File: src/include/pmc_map.vh
// Purpose: Register offsets, field positions, reset values and timing counts of the power mode controller
// Assumes: 10 MHz system clock, 32-bit Avalon-MM register bus with byte addresses
// Notes: Definitions only
`ifndef PMC_MAP_VH
`define PMC_MAP_VH
// Register byte offsets
`define PMC_REG_MODE 4'h0
`define PMC_REG_STATUS 4'h4
`define PMC_REG_RETAIN 4'h8
`define PMC_REG_CAUSE 4'hC
// Mode request codes
`define PMC_MODE_ACTIVE 2'h0
`define PMC_MODE_IDLE 2'h1
`define PMC_MODE_STANDBY 2'h2
`define PMC_MODE_SHUTDOWN 2'h3
// Retention register fields
`define PMC_RET_SRAM_LSB 0
`define PMC_RET_CACHE_BIT 4
`define PMC_RET_FASTSRC_BIT 5
`define PMC_RET_SLOWSRC_BIT 6
`define PMC_RET_RESET 7'h0F
// Reset cause codes
`define PMC_CAUSE_POR 2'h1
`define PMC_CAUSE_PIN 2'h2
`define PMC_CAUSE_WAKE 2'h3
// Wake latencies in microseconds
`define PMC_WAKE_IDLE_US 14
`define PMC_WAKE_STBY_US 151
`define PMC_WAKE_SHDN_US 1015
`define PMC_CLK_MHZ 10
`define PMC_WAKE_IDLE_CYC (`PMC_WAKE_IDLE_US * `PMC_CLK_MHZ)
`define PMC_WAKE_STBY_CYC (`PMC_WAKE_STBY_US * `PMC_CLK_MHZ)
`define PMC_WAKE_SHDN_CYC (`PMC_WAKE_SHDN_US * `PMC_CLK_MHZ)
`endif

File: src/verilog/pmc_power_mode_controller.v
// Purpose: Power mode sequencer with clock gating, I/O latching, retention control and reset cause
// Assumes: One 10 MHz clock; wake pins and reset pin are asynchronous and are synchronised here
// Notes: Registers sit on an Avalon-MM slave; waitrequest is low in the cycle after a request arrives
//
// What this block does
// Idle stops CPU and memory clocks only
// Any interrupt returns idle to active
// Standby wakes on pin, RTC or sensor event
// Standby resume keeps CPU and peripheral state
// GPIOs stay latched through all standby
// Shutdown powers all off, I/O latched
// Shutdown wake pin change causes reset
// Reset cause register shows wake, pin, POR
// Shutdown keeps only I/O latch and flash
// Four SRAM blocks, each with retention enable
// Cache becomes RAM when caching disabled
// Wake latency 14, 151, 1015 microseconds
// Registers full, partial, or none retained
// SRAM retained except shutdown and reset hold
// Radio only in active and idle
// Sensor processor on unless shutdown or reset
// RTC wakes from active, idle, standby
// Fast clock off in standby; source selectable
// Fast clock is crystal reference doubled
// Slow RC used without slow crystal
// Always-on domain powered except shutdown
// Sleep only on request; gate before power-off (here io_latch_o and the power-off outputs switch in the same cycle)
//
// Added by the designer: register access over Avalon-MM and the placing of the registers.
`timescale 1ns/1ns
`include "pmc_map.vh"
module pmc_power_mode_controller #(
  parameter WAKE_IDLE_CYC = `PMC_WAKE_IDLE_CYC,
  parameter WAKE_STBY_CYC = `PMC_WAKE_STBY_CYC,
  parameter WAKE_SHDN_CYC = `PMC_WAKE_SHDN_CYC,
  parameter NUM_WAKE_PINS = 8
) (
  // Clock and reset
  input wire clk_sys_i,
  input wire rst_i,
  // Avalon-MM register slave
  input wire [3:0] avs_address_i,
  input wire avs_read_i,
  input wire avs_write_i,
  input wire [31:0] avs_writedata_i,
  input wire [3:0] avs_byteenable_i,
  output reg [31:0] avs_readdata_o,
  output wire avs_waitrequest_o,
  // Wake sources
  input wire irq_any_i,
  input wire rtc_event_i,
  input wire sensor_event_i,
  input wire [NUM_WAKE_PINS-1:0] wake_pin_i,
  input wire [NUM_WAKE_PINS-1:0] wake_pin_en_i,
  input wire reset_pin_n_i,
  // Clock gates and domain power
  output reg cpu_clk_en_o,
  output reg periph_clk_en_o,
  output reg radio_en_o,
  output reg sensor_en_o,
  output reg always_on_domain_en_o,
  output reg fast_clk_en_o,
  output reg fast_clk_sel_crystal_o,
  output reg fast_clk_doubler_en_o,
  output reg slow_clk_sel_crystal_o,
  output reg io_latch_o,
  output reg [3:0] sram_retain_o,
  output reg sram_power_o,
  output reg cache_as_ram_o,
  output reg reg_retain_partial_o,
  output reg sys_reset_o
);

  // Sequencer states
  localparam ST_ACTIVE = 3'h0;
  localparam ST_IDLE = 3'h1;
  localparam ST_STBY = 3'h2;
  localparam ST_SHDN = 3'h3;
  localparam ST_WAKE = 3'h4;
  localparam ST_RSTHOLD = 3'h5;
  localparam CNT_W = 16;

  reg [2:0] state_q; // Current power state
  reg [CNT_W-1:0] cnt_q; // Wake latency counter
  reg [1:0] req_q; // Pending software mode request
  reg req_vld_q; // Request waiting to be acted on
  reg [6:0] ret_q; // Retention and clock source control
  reg [1:0] cause_q; // Recorded reset cause
  reg ack_q; // Bus answer pending
  reg from_shdn_q; // Wake sequence ends in a system reset
  reg [NUM_WAKE_PINS-1:0] pin_s1_q, pin_s2_q, pin_s3_q; // Wake pin synchroniser
  reg [NUM_WAKE_PINS-1:0] pin_ref_q; // Pin levels latched at shutdown entry
  reg [2:0] rstp_q; // Reset pin synchroniser
  reg rst_held_q; // Filtered reset pin held
  wire [NUM_WAKE_PINS-1:0] pin_stable; // Second and third stages agree
  wire pin_change; // Enabled wake pin moved
  wire rst_assert; // Filtered reset pin asserted

  // Change counts once second and third stage agree
  genvar g;
  generate
    for (g = 0; g < NUM_WAKE_PINS; g = g + 1) begin : g_pin
      assign pin_stable[g] = (pin_s2_q[g] == pin_s3_q[g]);
    end
  endgenerate
  assign pin_change = |(wake_pin_en_i & pin_stable & (pin_s3_q ^ pin_ref_q));
  assign rst_assert = (rstp_q[1] == rstp_q[2]) ? ~rstp_q[2] : rst_held_q;

  // Input synchronisers
  always @(posedge clk_sys_i or posedge rst_i) begin
    if (rst_i) begin
      pin_s1_q <= {NUM_WAKE_PINS{1'b0}};
      pin_s2_q <= {NUM_WAKE_PINS{1'b0}};
      pin_s3_q <= {NUM_WAKE_PINS{1'b0}};
      rstp_q <= 3'h7;
      rst_held_q <= 1'b0;
    end else begin
      pin_s1_q <= wake_pin_i;
      pin_s2_q <= pin_s1_q;
      pin_s3_q <= pin_s2_q;
      rstp_q <= {rstp_q[1:0], reset_pin_n_i};
      rst_held_q <= rst_assert;
    end
  end

  // Bus answer one cycle after the request
  assign avs_waitrequest_o = (avs_read_i | avs_write_i) & ~ack_q;

  // Register writes, read data and the bus acknowledge
  always @(posedge clk_sys_i or posedge rst_i) begin
    if (rst_i) begin
      ack_q <= 1'b0;
      avs_readdata_o <= 32'h0;
      ret_q <= `PMC_RET_RESET;
      req_q <= `PMC_MODE_ACTIVE;
      req_vld_q <= 1'b0;
    end else begin
      ack_q <= (avs_read_i | avs_write_i) & ~ack_q;
      // Sequencer consumes the request when it leaves active
      if (state_q != ST_ACTIVE) begin
        req_vld_q <= 1'b0;
      end
      if (state_q == ST_RSTHOLD || (state_q == ST_WAKE && from_shdn_q)) begin
        ret_q <= `PMC_RET_RESET;
      end else if (avs_write_i && ack_q && avs_byteenable_i[0]) begin
        // Write lands at the edge where waitrequest is low
        case (avs_address_i)
          `PMC_REG_MODE: begin
            req_q <= avs_writedata_i[1:0];
            req_vld_q <= (avs_writedata_i[1:0] != `PMC_MODE_ACTIVE);
          end
          `PMC_REG_RETAIN: begin
            ret_q <= avs_writedata_i[6:0];
          end
          default: begin
            ret_q <= ret_q;
          end
        endcase
      end
      if (avs_read_i && ~ack_q) begin
        case (avs_address_i)
          `PMC_REG_MODE: avs_readdata_o <= {30'h0, req_q};
          `PMC_REG_STATUS: avs_readdata_o <= {29'h0, state_q};
          `PMC_REG_RETAIN: avs_readdata_o <= {25'h0, ret_q};
          `PMC_REG_CAUSE: avs_readdata_o <= {30'h0, cause_q};
          default: avs_readdata_o <= 32'h0;
        endcase
      end
    end
  end

  // Power state sequencer
  always @(posedge clk_sys_i or posedge rst_i) begin
    if (rst_i) begin
      state_q <= ST_ACTIVE;
      cnt_q <= {CNT_W{1'b0}};
      cause_q <= `PMC_CAUSE_POR;
      from_shdn_q <= 1'b0;
      pin_ref_q <= {NUM_WAKE_PINS{1'b0}};
    end else if (rst_assert && state_q != ST_RSTHOLD) begin
      state_q <= ST_RSTHOLD;
    end else begin
      case (state_q)
        ST_ACTIVE: begin
          if (req_vld_q && ack_q == 1'b0) begin
            case (req_q)
              `PMC_MODE_IDLE: state_q <= ST_IDLE;
              `PMC_MODE_STANDBY: state_q <= ST_STBY;
              default: begin
                state_q <= ST_SHDN;
                pin_ref_q <= pin_s3_q;
              end
            endcase
          end
        end
        ST_IDLE: begin
          if (irq_any_i || rtc_event_i) begin
            state_q <= ST_WAKE;
            cnt_q <= WAKE_IDLE_CYC[CNT_W-1:0] - 16'h1;
            from_shdn_q <= 1'b0;
          end
        end
        ST_STBY: begin
          if (pin_change || rtc_event_i || sensor_event_i) begin
            state_q <= ST_WAKE;
            cnt_q <= WAKE_STBY_CYC[CNT_W-1:0] - 16'h1;
            from_shdn_q <= 1'b0;
          end
        end
        ST_SHDN: begin
          if (pin_change) begin
            state_q <= ST_WAKE;
            cnt_q <= WAKE_SHDN_CYC[CNT_W-1:0] - 16'h1;
            from_shdn_q <= 1'b1;
            cause_q <= `PMC_CAUSE_WAKE;
          end
        end
        ST_RSTHOLD: begin
          if (!rst_assert) begin
            state_q <= ST_WAKE;
            cnt_q <= WAKE_SHDN_CYC[CNT_W-1:0] - 16'h1;
            from_shdn_q <= 1'b1;
            cause_q <= `PMC_CAUSE_PIN;
          end
        end
        ST_WAKE: begin
          if (cnt_q == {CNT_W{1'b0}}) begin
            state_q <= ST_ACTIVE;
          end else begin
            cnt_q <= cnt_q - 16'h1;
          end
        end
        default: state_q <= ST_ACTIVE;
      endcase
    end
  end

  // Domain controls decoded from the state and the retention register
  always @* begin
    cpu_clk_en_o = (state_q == ST_ACTIVE);
    periph_clk_en_o = (state_q == ST_ACTIVE) || (state_q == ST_IDLE);
    radio_en_o = (state_q == ST_ACTIVE) || (state_q == ST_IDLE);
    sensor_en_o = (state_q != ST_SHDN) && (state_q != ST_RSTHOLD);
    always_on_domain_en_o = (state_q != ST_SHDN);
    fast_clk_en_o = periph_clk_en_o || (state_q == ST_WAKE);
    fast_clk_sel_crystal_o = ret_q[`PMC_RET_FASTSRC_BIT];
    fast_clk_doubler_en_o = fast_clk_en_o && ret_q[`PMC_RET_FASTSRC_BIT];
    slow_clk_sel_crystal_o = ret_q[`PMC_RET_SLOWSRC_BIT];
    io_latch_o = (state_q == ST_STBY) || (state_q == ST_SHDN);
    sram_power_o = (state_q != ST_SHDN) && (state_q != ST_RSTHOLD);
    sram_retain_o = (state_q == ST_STBY) ? ret_q[3:0] : 4'hF;
    cache_as_ram_o = ret_q[`PMC_RET_CACHE_BIT];
    reg_retain_partial_o = (state_q == ST_STBY);
    sys_reset_o = (state_q == ST_RSTHOLD) || (state_q == ST_SHDN) ||
                  (state_q == ST_WAKE && from_shdn_q);
  end

endmodule // pmc_power_mode_controller

File: config.mk
export PLATFORM = sky130hd
export DESIGN_NAME = pmc_power_mode_controller
export DESIGN_NICKNAME = d
export VERILOG_FILES = /design/src/verilog/pmc_power_mode_controller.v
export VERILOG_INCLUDE_DIRS = /design/src /design/src/include
export SDC_FILE = /design/constraint.sdc
export NUM_CORES = 1
export LEC_CHECK = 0
export BUFFER_PORTS_ARGS = -buffer_cell sky130_fd_sc_hd__clkbuf_2
export CORE_MARGIN = 1
export CORE_UTILIZATION = 55
export DETAILED_ROUTE_END_ITERATION = 6
export GPL_ROUTABILITY_DRIVEN = 0
export PLACE_DENSITY = 0.85
export SETUP_SLACK_MARGIN = 0.2
export SLEW_MARGIN = 40
export SYNTH_ARGS = -nofsm -noshare
export SYNTH_HDL_FRONTEND = slang
export SYNTH_SLANG_ARGS = --single-unit
File: constraint.sdc
create_clock -name clk_sys_i -period 5.3 [get_ports clk_sys_i]
set_input_delay 1.06 -clock clk_sys_i [delete_from_list [all_inputs] [get_ports clk_sys_i]]
set_output_delay 1.06 -clock clk_sys_i [all_outputs]
set_load 0.005 [all_outputs]
==> results.toml, run 1 <==
[drt]
vias = 3030
wl_per_cell_um = 15.6
wirelength_mm = 7.94
initialDrtViolationCount = 226
drt_pass1_iterations = 4
via_per_inst = 5.95
ant_nets = 0
drc = 0

[floorplan]
start_util_pct = 56.6
coreArea_sq_mm = 0.00676
pin_count = 115
die-area_sq_mm = 0.00728
die_w_um = 85.4
rows = 30
die_h_um = 85.4

[finish]
drive_gt1_share_pct = 29.4
final_cell_mix = "dfrtp_1, clkbuf_2, nand2_1"
final_common_cell = "dfrtp_1"
syn2layout_area_growth_pct = 12.6
antenna_cells = 0
nNetsFinal = 494

[timing]
setup_ws_ns = 2.28
fin_setup_tns_ns = 0
skew_ns = 0.00861
rsz0062_at_grt = "false"
period_share_pct = 57.0
slew_violations = 0
setup_viol = 0
finalCriticalPeriod_ns = 3.02
maxSlewHeadroom_pct = 48.2
fmax_mhz = 331
hold_violations = 0
worstMarginPinSlew_ns = 0.775

[synth]
synthArstFlopShare_pct = 100
syn_area_per_cell_sq_um = 10.6
yosysWarnings = 0
ys.flop_type = "dfrtp_1"
syn_area_sq_mm = 0.00382
ys_seq_area_share_pct = 50.0
synth-edff-count = 0
syn_inst = 362
synthDistinctLibCells = 60
ys_ff_latch = 76

[power_and_ir_drop]
leakage_nw = 2.00
p_int_mw = 0.999
p_comb_share_pct = 17.3
peakVddDrop_uv = 262
power_frac_seq_pct = 48.1
p_switching_mw = 0.428
clock_power_share_pct = 34.5
swShare_pct = 30.0
power_density_mw_per_mm2 = 332

[clock_tree]
cts_tree = "done"
clk_pin_slew_worst_paths_ns = 0.08
cts_buffers = 9
clk_path_buf_depth = 2
cts_root_buf = "clkbuf_8"
htreeDepth = 3
clock_sinks = 76
ctsHoldBuffers = 0
clk_latency_ns = 0.35
cts_resized = 0
post_cts_buffers = 0

[setup_path]
cp-end-kind = "output pin"
arrival_ns = 1.96
path_max_fanout = 19
rrSetupSlack_ns = 2.68
critPathRequiredTime_ns = 4.24
path_class = "flop to output pin"
cp-start-kind = "flop"

[flow_run]
drv_cap = 0

[global_route]
grt_max_degree = 40
grt_pass1_wl_mm = 13.3
antenna_found_initial = 0
grt_pass1_vias = 2841
gr-usage-all-layers_pct = 23.8
grt_overflow = 0

[outcome]
status = "completed"

[placed_design]
dp_hpwl_mm = 5.73
numPortBuffers = 61
post-place-ws_ns = 2.18

[min_path]
hp-class = "flop to flop"
per-layer routing:
metal  GRT usage [%]  share of wire (%)  vias to the layer above
li1                -                  -                     1403
met1            30.0                 42                     1470
met2            39.7                 50                      143
met3            7.00                6.9                       14
met4            7.58                1.4                        0
met5               0                  0                        -
critical path: stages, from the launching register on:
cell	delay [ns]
dfrtp_1	0.70
inv_1	0.19
nand3_1	0.33
nand2b_1	0.11
and2_1	0.16
clkbuf_2	0.10
flip-flops by register name, summed over array words and instances (netlist names):
signal and flops:
avs_readdata_o 7, state_q 3, pin_s1_q 8, ret_q 7, ack_q 1, pin_s2_q 8
req_vld_q 1, from_shdn_q 1, rstp_q 3, req_q 2, cnt_q 16, cause_q 2
rst_held_q 1, pin_ref_q 8, pin_s3_q 8
final cells by class:
cell class | count | area [sq um]
Multi-Input combinational cell | 262 | 1710
Sequential cell | 76 | 1910
Clock inverter | 6 | 95.1
Fill cell | 567 | 2450
Tap cell | 80 | 100
Clock buffer | 10 | 128
Timing Repair Buffer | 62 | 313
Inverter | 13 | 50.0
worst paths after layout:
| kind | to | cells after the start | from |
|---|---|---|---|
| min | pin_s2_q[0] | 0 | pin_s1_q[0] |
| max | fast_clk_doubler_en_o | 5 | state_q[0] |
| min in group asynchronous | pin_s2_q[3] | 2 | rst_i |
| max reg2reg | cnt_q[14] | 6 | cnt_q[11] |
| max in group asynchronous | rstp_q[2] | 3 | rst_i |
| min reg2reg | pin_s2_q[0] | 0 | pin_s1_q[0] |
cells in the mapped netlist (2+ instances only):
cell type	n	share of area, %
a31o_2	2	0.46
dfstp_2	8	5.5
nor2_2	2	0.33
nand2b_1	5	0.82
inv_1	12	1.2
clkbuf_1	4	0.39
nand2_1	35	3.4
mux2i_1	2	0.52
nand3_1	5	0.65
a21oi_1	13	1.7
and3b_1	2	0.46
nand4b_1	3	0.69
o31a_1	2	0.46
buf_4	27	5.3
a41oi_1	3	0.69
or2_4	2	0.46
mux4_2	2	1.2
ha_1	6	2.0
o22a_1	4	0.92
a22o_1	6	1.4
o21ai_0	22	2.9
buf_6	2	0.59
and2_1	3	0.49
o41ai_1	2	0.46
o31ai_1	15	2.9
dfrtp_1	68	45
nor3b_1	4	0.79
nand4_1	5	0.82
o21ai_2	11	2.5
or3_1	6	0.98
nor4_1	6	0.98
nor3_4	2	0.85
and3_1	2	0.33
buf_2	2	0.26
nor2_1	26	2.6
mux2_2	10	2.9
nor3_1	8	1.0
cells by family after synthesis:
logic type,Yosys count,synth area share (%)
and+or+nand+nor,131,19.6
AOI/OAI and AO/OA,86,15.8
buffers and inverters,48,7.83
other,1,0.0981
muxes,14,4.65
adders and majority gates,6,1.96
DFF,76,50.0
power by group through the flow:
stage | clock (mW) | combinational (mW) | sequential [mW]
after floorplan | 0 | 0.204 | 0.678
after global placement | 0 | 0.236 | 0.691
after detailed placement | 0 | 0.244 | 0.695
after CTS | 0.504 | 0.246 | 0.685
after global routing | 0.528 | 0.279 | 0.695
final | 0.493 | 0.247 | 0.687
through the flow:
| stage | cell area [sq um] | util, % | instances | total power [mW] | hold WS, ns |
|---|---|---|---|---|---|
| floorplan | 3910 | - | 386 | 0.882 | 0.331 |
| global placement | 4070 | 60.3 | 493 | 0.927 | 0.333 |
| detailed placement | 4080 | 60.4 | 493 | 0.940 | 0.340 |
| CTS | 4300 | 63.7 | 509 | 1.44 | 0.361 |
| global route | 4300 | 63.7 | 509 | 1.50 | 0.367 |
| finish | 4300 | 63.7 | 509 | 1.43 | 0.357 |
Power figures use the tool's default switching activity.
==> inputs of run 2 (changes only) <==
--- a/config.mk
+++ b/config.mk
@@ -8,10 +8,10 @@
 export LEC_CHECK = 0
 export BUFFER_PORTS_ARGS = -buffer_cell sky130_fd_sc_hd__clkbuf_2
 export CORE_MARGIN = 1
-export CORE_UTILIZATION = 55
+export CORE_UTILIZATION = 52
 export DETAILED_ROUTE_END_ITERATION = 6
 export GPL_ROUTABILITY_DRIVEN = 0
-export PLACE_DENSITY = 0.85
+export PLACE_DENSITY = 0.81
 export SETUP_SLACK_MARGIN = 0.2
 export SLEW_MARGIN = 40
 export SYNTH_ARGS = -nofsm -noshare
==> constraint.sdc (replaced) <==
create_clock -name clk_sys_i -period 3.1 [get_ports clk_sys_i]
set_input_delay 0.62 -clock clk_sys_i [delete_from_list [all_inputs] [get_ports clk_sys_i]]
set_output_delay 0.62 -clock clk_sys_i [all_outputs]
set_load 0.005 [all_outputs]
==> run 2 against run 1 <==
Effect of this change:
- clock skew fell by 0.0032 ns
- cell count rose by 4.1%
- largest cell class unchanged
- core utilization fell by 1.1 points
- highest routed layer unchanged
- sequential power rose by 70%
- total power rose by 66%
- critical endpoint is now cnt_q[15]
==> results.toml, run 2 (synthesis gave the netlist of run 1 again) <==
[outcome]
status = "completed"

[timing]
fmax_mhz = 410
hold_violations = 0
finalCriticalPeriod_ns = 2.44
rsz0062_at_grt = "false"
slew_violations = 0
period_share_pct = 78.6
worstMarginPinSlew_ns = 0.664
hold_ws_ns = 0.319
skew_ns = 0.00537
maxSlewHeadroom_pct = 55.7
setup_viol = 0
fin_setup_tns_ns = 0

[floorplan]
start_util_pct = 55.0
coreArea_sq_mm = 0.00694
die_h_um = 87.7
rows = 30
pin_count = 115
die-area_sq_mm = 0.00769
die_w_um = 87.7

[finish]
final_common_cell = "dfrtp_1"
nNetsFinal = 499
largest_register_ffs = 16
syn2layout_area_growth_pct = 13.7
drive_gt1_share_pct = 30.0
antenna_cells = 0
final_cell_mix = "dfrtp_1, clkbuf_2, nand2_1"
n_fill_cell = 558
largest-register = "cnt_q"

[setup_path]
cp-end-kind = "flop"
cp-start-kind = "flop"
rr_endpoint = "cnt_q[15]"
r2r_start = "cnt_q[11]"
critPathRequiredTime_ns = 3.32
path_max_fanout = 12
arrival_ns = 2.66
reg2reg_depth = 6
path_class = "flop to flop"
startpoint = "cnt_q[11]"
rrSetupSlack_ns = 0.66

[drt]
drc = 0
wl_per_cell_um = 14.9
initialDrtViolationCount = 207
via_per_inst = 5.64
wirelength_mm = 7.89
drt_pass1_iterations = 4
ant_nets = 0
vias = 2987

[clock_tree]
clk_pin_slew_worst_paths_ns = 0.08
clk_path_buf_depth = 2
ctsHoldBuffers = 0
cts_resized = 0
clk_latency_ns = 0.35
post_cts_buffers = 0
cts_buffers = 9
cts_tree = "done"
cts_root_buf = "clkbuf_8"
htreeDepth = 3
clock_sinks = 76

[global_route]
grt_overflow = 0
grt_pass1_vias = 2817
grt_max_degree = 40
grt_pass1_wl_mm = 13.0
antenna_found_initial = 0
gr-usage-all-layers_pct = 22.6

[power_and_ir_drop]
leakage_nw = 2.01
power_density_mw_per_mm2 = 545
peakVddDrop_uv = 384

[placed_design]
numPortBuffers = 61
dp_hpwl_mm = 5.81

[flow_run]
drv_cap = 0

[min_path]
hp-class = "input port to async pin"
[run 2: area by class of cell]
type	instances	area (sq um)	share of cell area, %
multi-input combinational	262	1700	39.1
timing repair buffer	67	363	8.35
clock buffer	10	128	2.94
inverter	13	50.0	1.15
tap	96	120	2.76
clock inverter	6	71.3	1.64
sequential	76	1910	44.0
[run 2: worst max-delay path by stage]
stage,endpoint,slack [ns]
floorplan,ack_q,0.55
global placement,cnt_q[15],0.62
detailed placement,cnt_q[15],0.60
CTS,sram_power_o,0.67
global route,sensor_en_o,0.47
finish,cnt_q[15],0.66
[run 2: per-layer routing]
layer	global-route usage [%]	share of wire [%]	vias up	wire length (um)
li1	-	-	1406	-
met1	29.9	43	1440	3420
met2	34.5	49	128	3870
met3	7.73	6.3	13	500
met4	8.49	1.3	0	102
met5	0	0	-	0
[run 2: worst max-delay path, cell delays in order (launching register included)]
cell,delay [ns]
dfrtp_1,0.44
nor4_1,0.56
a41o_1,0.31
a21oi_1,0.10
o21ai_2,0.44
or2_4,0.35
o41ai_2,0.10
[run 2: power by group]
part | internal (mW) | switching (mW) | total [mW]
clock network | 0.379 | 0.382 | 0.761
registers | 1.07 | 0.0905 | 1.17
logic | 0.179 | 0.262 | 0.441
[run 2: through the flow]
stage / utilization (%) / instances / cell area (sq um) / worst slack, ns / power (mW)
floorplan: - / 386 / 3910 / 0.555 / 1.51
global placement: 59.7 / 514 / 4140 / 0.625 / 1.60
detailed placement: 59.7 / 514 / 4140 / 0.602 / 1.62
CTS: 62.5 / 530 / 4340 / 0.674 / 2.39
global route: 62.6 / 530 / 4340 / 0.473 / 2.50
finish: 62.6 / 530 / 4340 / 0.662 / 2.37
==> inputs of run 3 (changes only) <==
--- a/config.mk
+++ b/config.mk
@@ -6,12 +6,13 @@
 export SDC_FILE = /design/constraint.sdc
 export NUM_CORES = 1
 export LEC_CHECK = 0
+export ABC_AREA = 1
 export BUFFER_PORTS_ARGS = -buffer_cell sky130_fd_sc_hd__clkbuf_2
 export CORE_MARGIN = 1
 export CORE_UTILIZATION = 52
 export DETAILED_ROUTE_END_ITERATION = 6
 export GPL_ROUTABILITY_DRIVEN = 0
-export PLACE_DENSITY = 0.81
+export PLACE_DENSITY = 0.8
 export SETUP_SLACK_MARGIN = 0.2
 export SLEW_MARGIN = 40
 export SYNTH_ARGS = -nofsm -noshare
==> constraint.sdc (replaced) <==
create_clock -name clk_sys_i -period 2.5 [get_ports clk_sys_i]
set_input_delay 0.5 -clock clk_sys_i [delete_from_list [all_inputs] [get_ports clk_sys_i]]
set_output_delay 0.5 -clock clk_sys_i [all_outputs]
set_load 0.005 [all_outputs]
==> run 3 against run 2 <==
Effect of this change:
- sequential share of layout area is 1.0 points lower
- non-clock buffer count is 1 lower
- area after synthesis is 2.7% higher
- hold slack worse by 0.24 ns
- core utilization is 1.6 points lower
- count of clock-buffer cells in the layout is 1 higher
- combinational power grew to 3.8 times the previous value
- die area is 2.6% higher
- setup slack worse by 0.35 ns
- via count is 11% higher
- synthesized cell count is 36% higher
- global-route usage is 0.89 points lower
- critical path type is now flop to output pin
- critical endpoint is now sensor_en_o
==> results.toml, run 3 <==
[outcome]
status = "completed"

[synth]
synth_mux_area_share_pct = 0
yosys.area_share.adder_pct = 1.91
yosysWarnings = 0
yosysMostFrequentCell = "nand2_1"
synth_top_family_by_area = "simple AND/OR/NAND/NOR gates"
ys.flop_type = "dfrtp_1"
synthTopCellsByCount = "nand2_1, dfrtp_1, inv_1"
synth-xor-area-share_pct = 0.223
yosysTopAreaCell = "dfrtp_1"
synth-edff-count = 0
syn_inst = 493
ys_seq_area_share_pct = 48.7
syn_area_sq_mm = 0.00392
yosys.area_share.simple_pct = 27.9
synthArstFlopShare_pct = 100
yosys.area.top_type_share_pct = 43.4
synth_compound_area_share_pct = 8.51
synth_area_leaders = "dfrtp_1, nand2_1, buf_4"
ys_ff_latch = 76
synthDistinctLibCells = 36
syn_area_per_cell_sq_um = 7.96

[drt]
wl_per_cell_um = 11.5
drc = 0
wirelength_mm = 7.63
via_per_inst = 4.98
vias = 3305
drt_pass1_iterations = 4
dr_wl_met3_um = 396
met2_length_mm = 3.58
ant_nets = 0
initialDrtViolationCount = 221
m1WireLength_mm = 3.45
routed.top_layer = "met4"

[floorplan]
rows = 31
start_util_pct = 53.8
pin_count = 115
coreArea_sq_mm = 0.00729
die-area_sq_mm = 0.00790
die_h_um = 88.9
die_w_um = 88.9

[power_and_ir_drop]
p_int_mw = 2.47
clock_power_share_pct = 22.0
leakage_nw = 2.38
p_comb_share_pct = 39.8
peakVddDrop_uv = 473
p_switching_mw = 1.76
power_density_mw_per_mm2 = 951
swShare_pct = 41.7
power_frac_seq_pct = 38.3

[timing]
skew_ns = 0.0139
period_share_pct = 87.5
finalCriticalPeriod_ns = 2.19
fin_setup_tns_ns = 0
hold_violations = 0
fmax_mhz = 457
hold_ws_ns = 0.0779
setup_viol = 0
slew_violations = 0
rsz0062_at_grt = "false"

[finish]
syn2layout_area_growth_pct = 13.3
multi_input_area_sq_mm = 0.00161
nNetsFinal = 629
drive_gt1_share_pct = 20.6
largest_register_ffs = 16
seqCellArea_sq_mm = 0.00191
final_common_cell = "nand2_1"
instances_no_fill = 663
antenna_cells = 0
final_cell_mix = "nand2_1, dfrtp_1, clkbuf_2"
n_fill_cell = 631
largest-register = "cnt_q"

[global_route]
grt_max_degree = 37
grt_pass1_wl_mm = 13.1
grt_pass1_vias = 3089
antenna_found_initial = 0
grt_overflow = 0
gr-usage-all-layers_pct = 21.7

[placed_design]
placedCellCount = 646
dp_hpwl_mm = 5.67
numPortBuffers = 61

[setup_path]
cp_num_buf_inv = 2
slowest_delay_ns = 0.61
cp-end-kind = "output pin"
reg2reg_depth = 11
path_max_fanout = 9
cp-start-kind = "flop"
path_cells = "inv_2, nand2_2, nor2_4, nor2_2, clkbuf_2"
arrival_ns = 1.69
path_class = "flop to output pin"
crit_family = "flip-flops"
critical_path_depth = 5
crit_slowest_cell = "dfrtp_1"
critPathRequiredTime_ns = 2.00

[min_path]
hp-class = "input port to async pin"

[clock_tree]
cts_tree = "done"
clock_sinks = 76
htreeDepth = 3
clk_path_buf_depth = 2
cts_buffers = 9
cts_root_buf = "clkbuf_8"
post_cts_buffers = 0
ctsHoldBuffers = 0
cts_resized = 0
clk_latency_ns = 0.35
clk_pin_slew_worst_paths_ns = 0.08

[flow_run]
drv_cap = 0
==> run 3: power by group through the flow <==
| stage | Sequential [mW] | Clock, mW | Combinational, mW |
|---|---|---|---|
| floorplan | 1.55 | 0 | 1.39 |
| global placement | 1.63 | 0 | 1.62 |
| detailed placement | 1.64 | 0 | 1.66 |
| CTS | 1.62 | 0.943 | 1.68 |
| global route | 1.65 | 0.993 | 1.94 |
| finish | 1.62 | 0.929 | 1.68 |
==> run 3: final cells by class <==
type,instances,share of cell area (%)
multi-input combinational,344,36.1
clock buffer,11,2.95
inverter,62,5.32
tap,99,2.79
sequential,76,43.0
timing repair buffer,66,8.44
clock inverter,5,1.38
==> run 3: final timing paths <==
check                               from     endpoint  slack (ns)
hold reg to reg              pin_s1_q[0]  pin_s2_q[0]        0.35
setup / recovery              state_q[1]  sensor_en_o        0.31
setup reg to reg              state_q[1]     cnt_q[1]        0.56
min in group clk_sys_i     reset_pin_n_i    rstp_q[0]        0.24
hold / removal                     rst_i    cnt_q[10]        0.08
max in group asynchronous          rst_i    rstp_q[1]        1.76
==> run 3: logic make-up (layout without fill, tap and decap cells) <==
family	after synthesis	after routing
adder cells (fa/ha/maj)	6	6
buffers and inverters	97	144
other	1	25
XOR/XNOR	1	1
AND/OR/NAND/NOR	251	251
flip-flops	76	76
AO/OA/AOI/OAI	61	61
==> run 3: layer usage <==
layer | up-vias | track usage, %
met5 | - | 0
met4 | 0 | 11.7
met3 | 21 | 3.45
met2 | 126 | 35.7
met1 | 1511 | 27.5
li1 | 1647 | -
==> run 3: per-stage QoR <==
step | power [mW] | worst slack (ns) | utilization [%] | area (sq um)
after global routing | 4.58 | 0.215 | 61.0 | 4450
final | 4.23 | 0.313 | 61.0 | 4450
after global placement | 3.25 | 0.584 | 58.0 | 4230
after CTS | 4.24 | 0.316 | 60.6 | 4420
after detailed placement | 3.30 | 0.570 | 58.0 | 4230
after floorplan | 2.95 | 0.980 | - | 4020
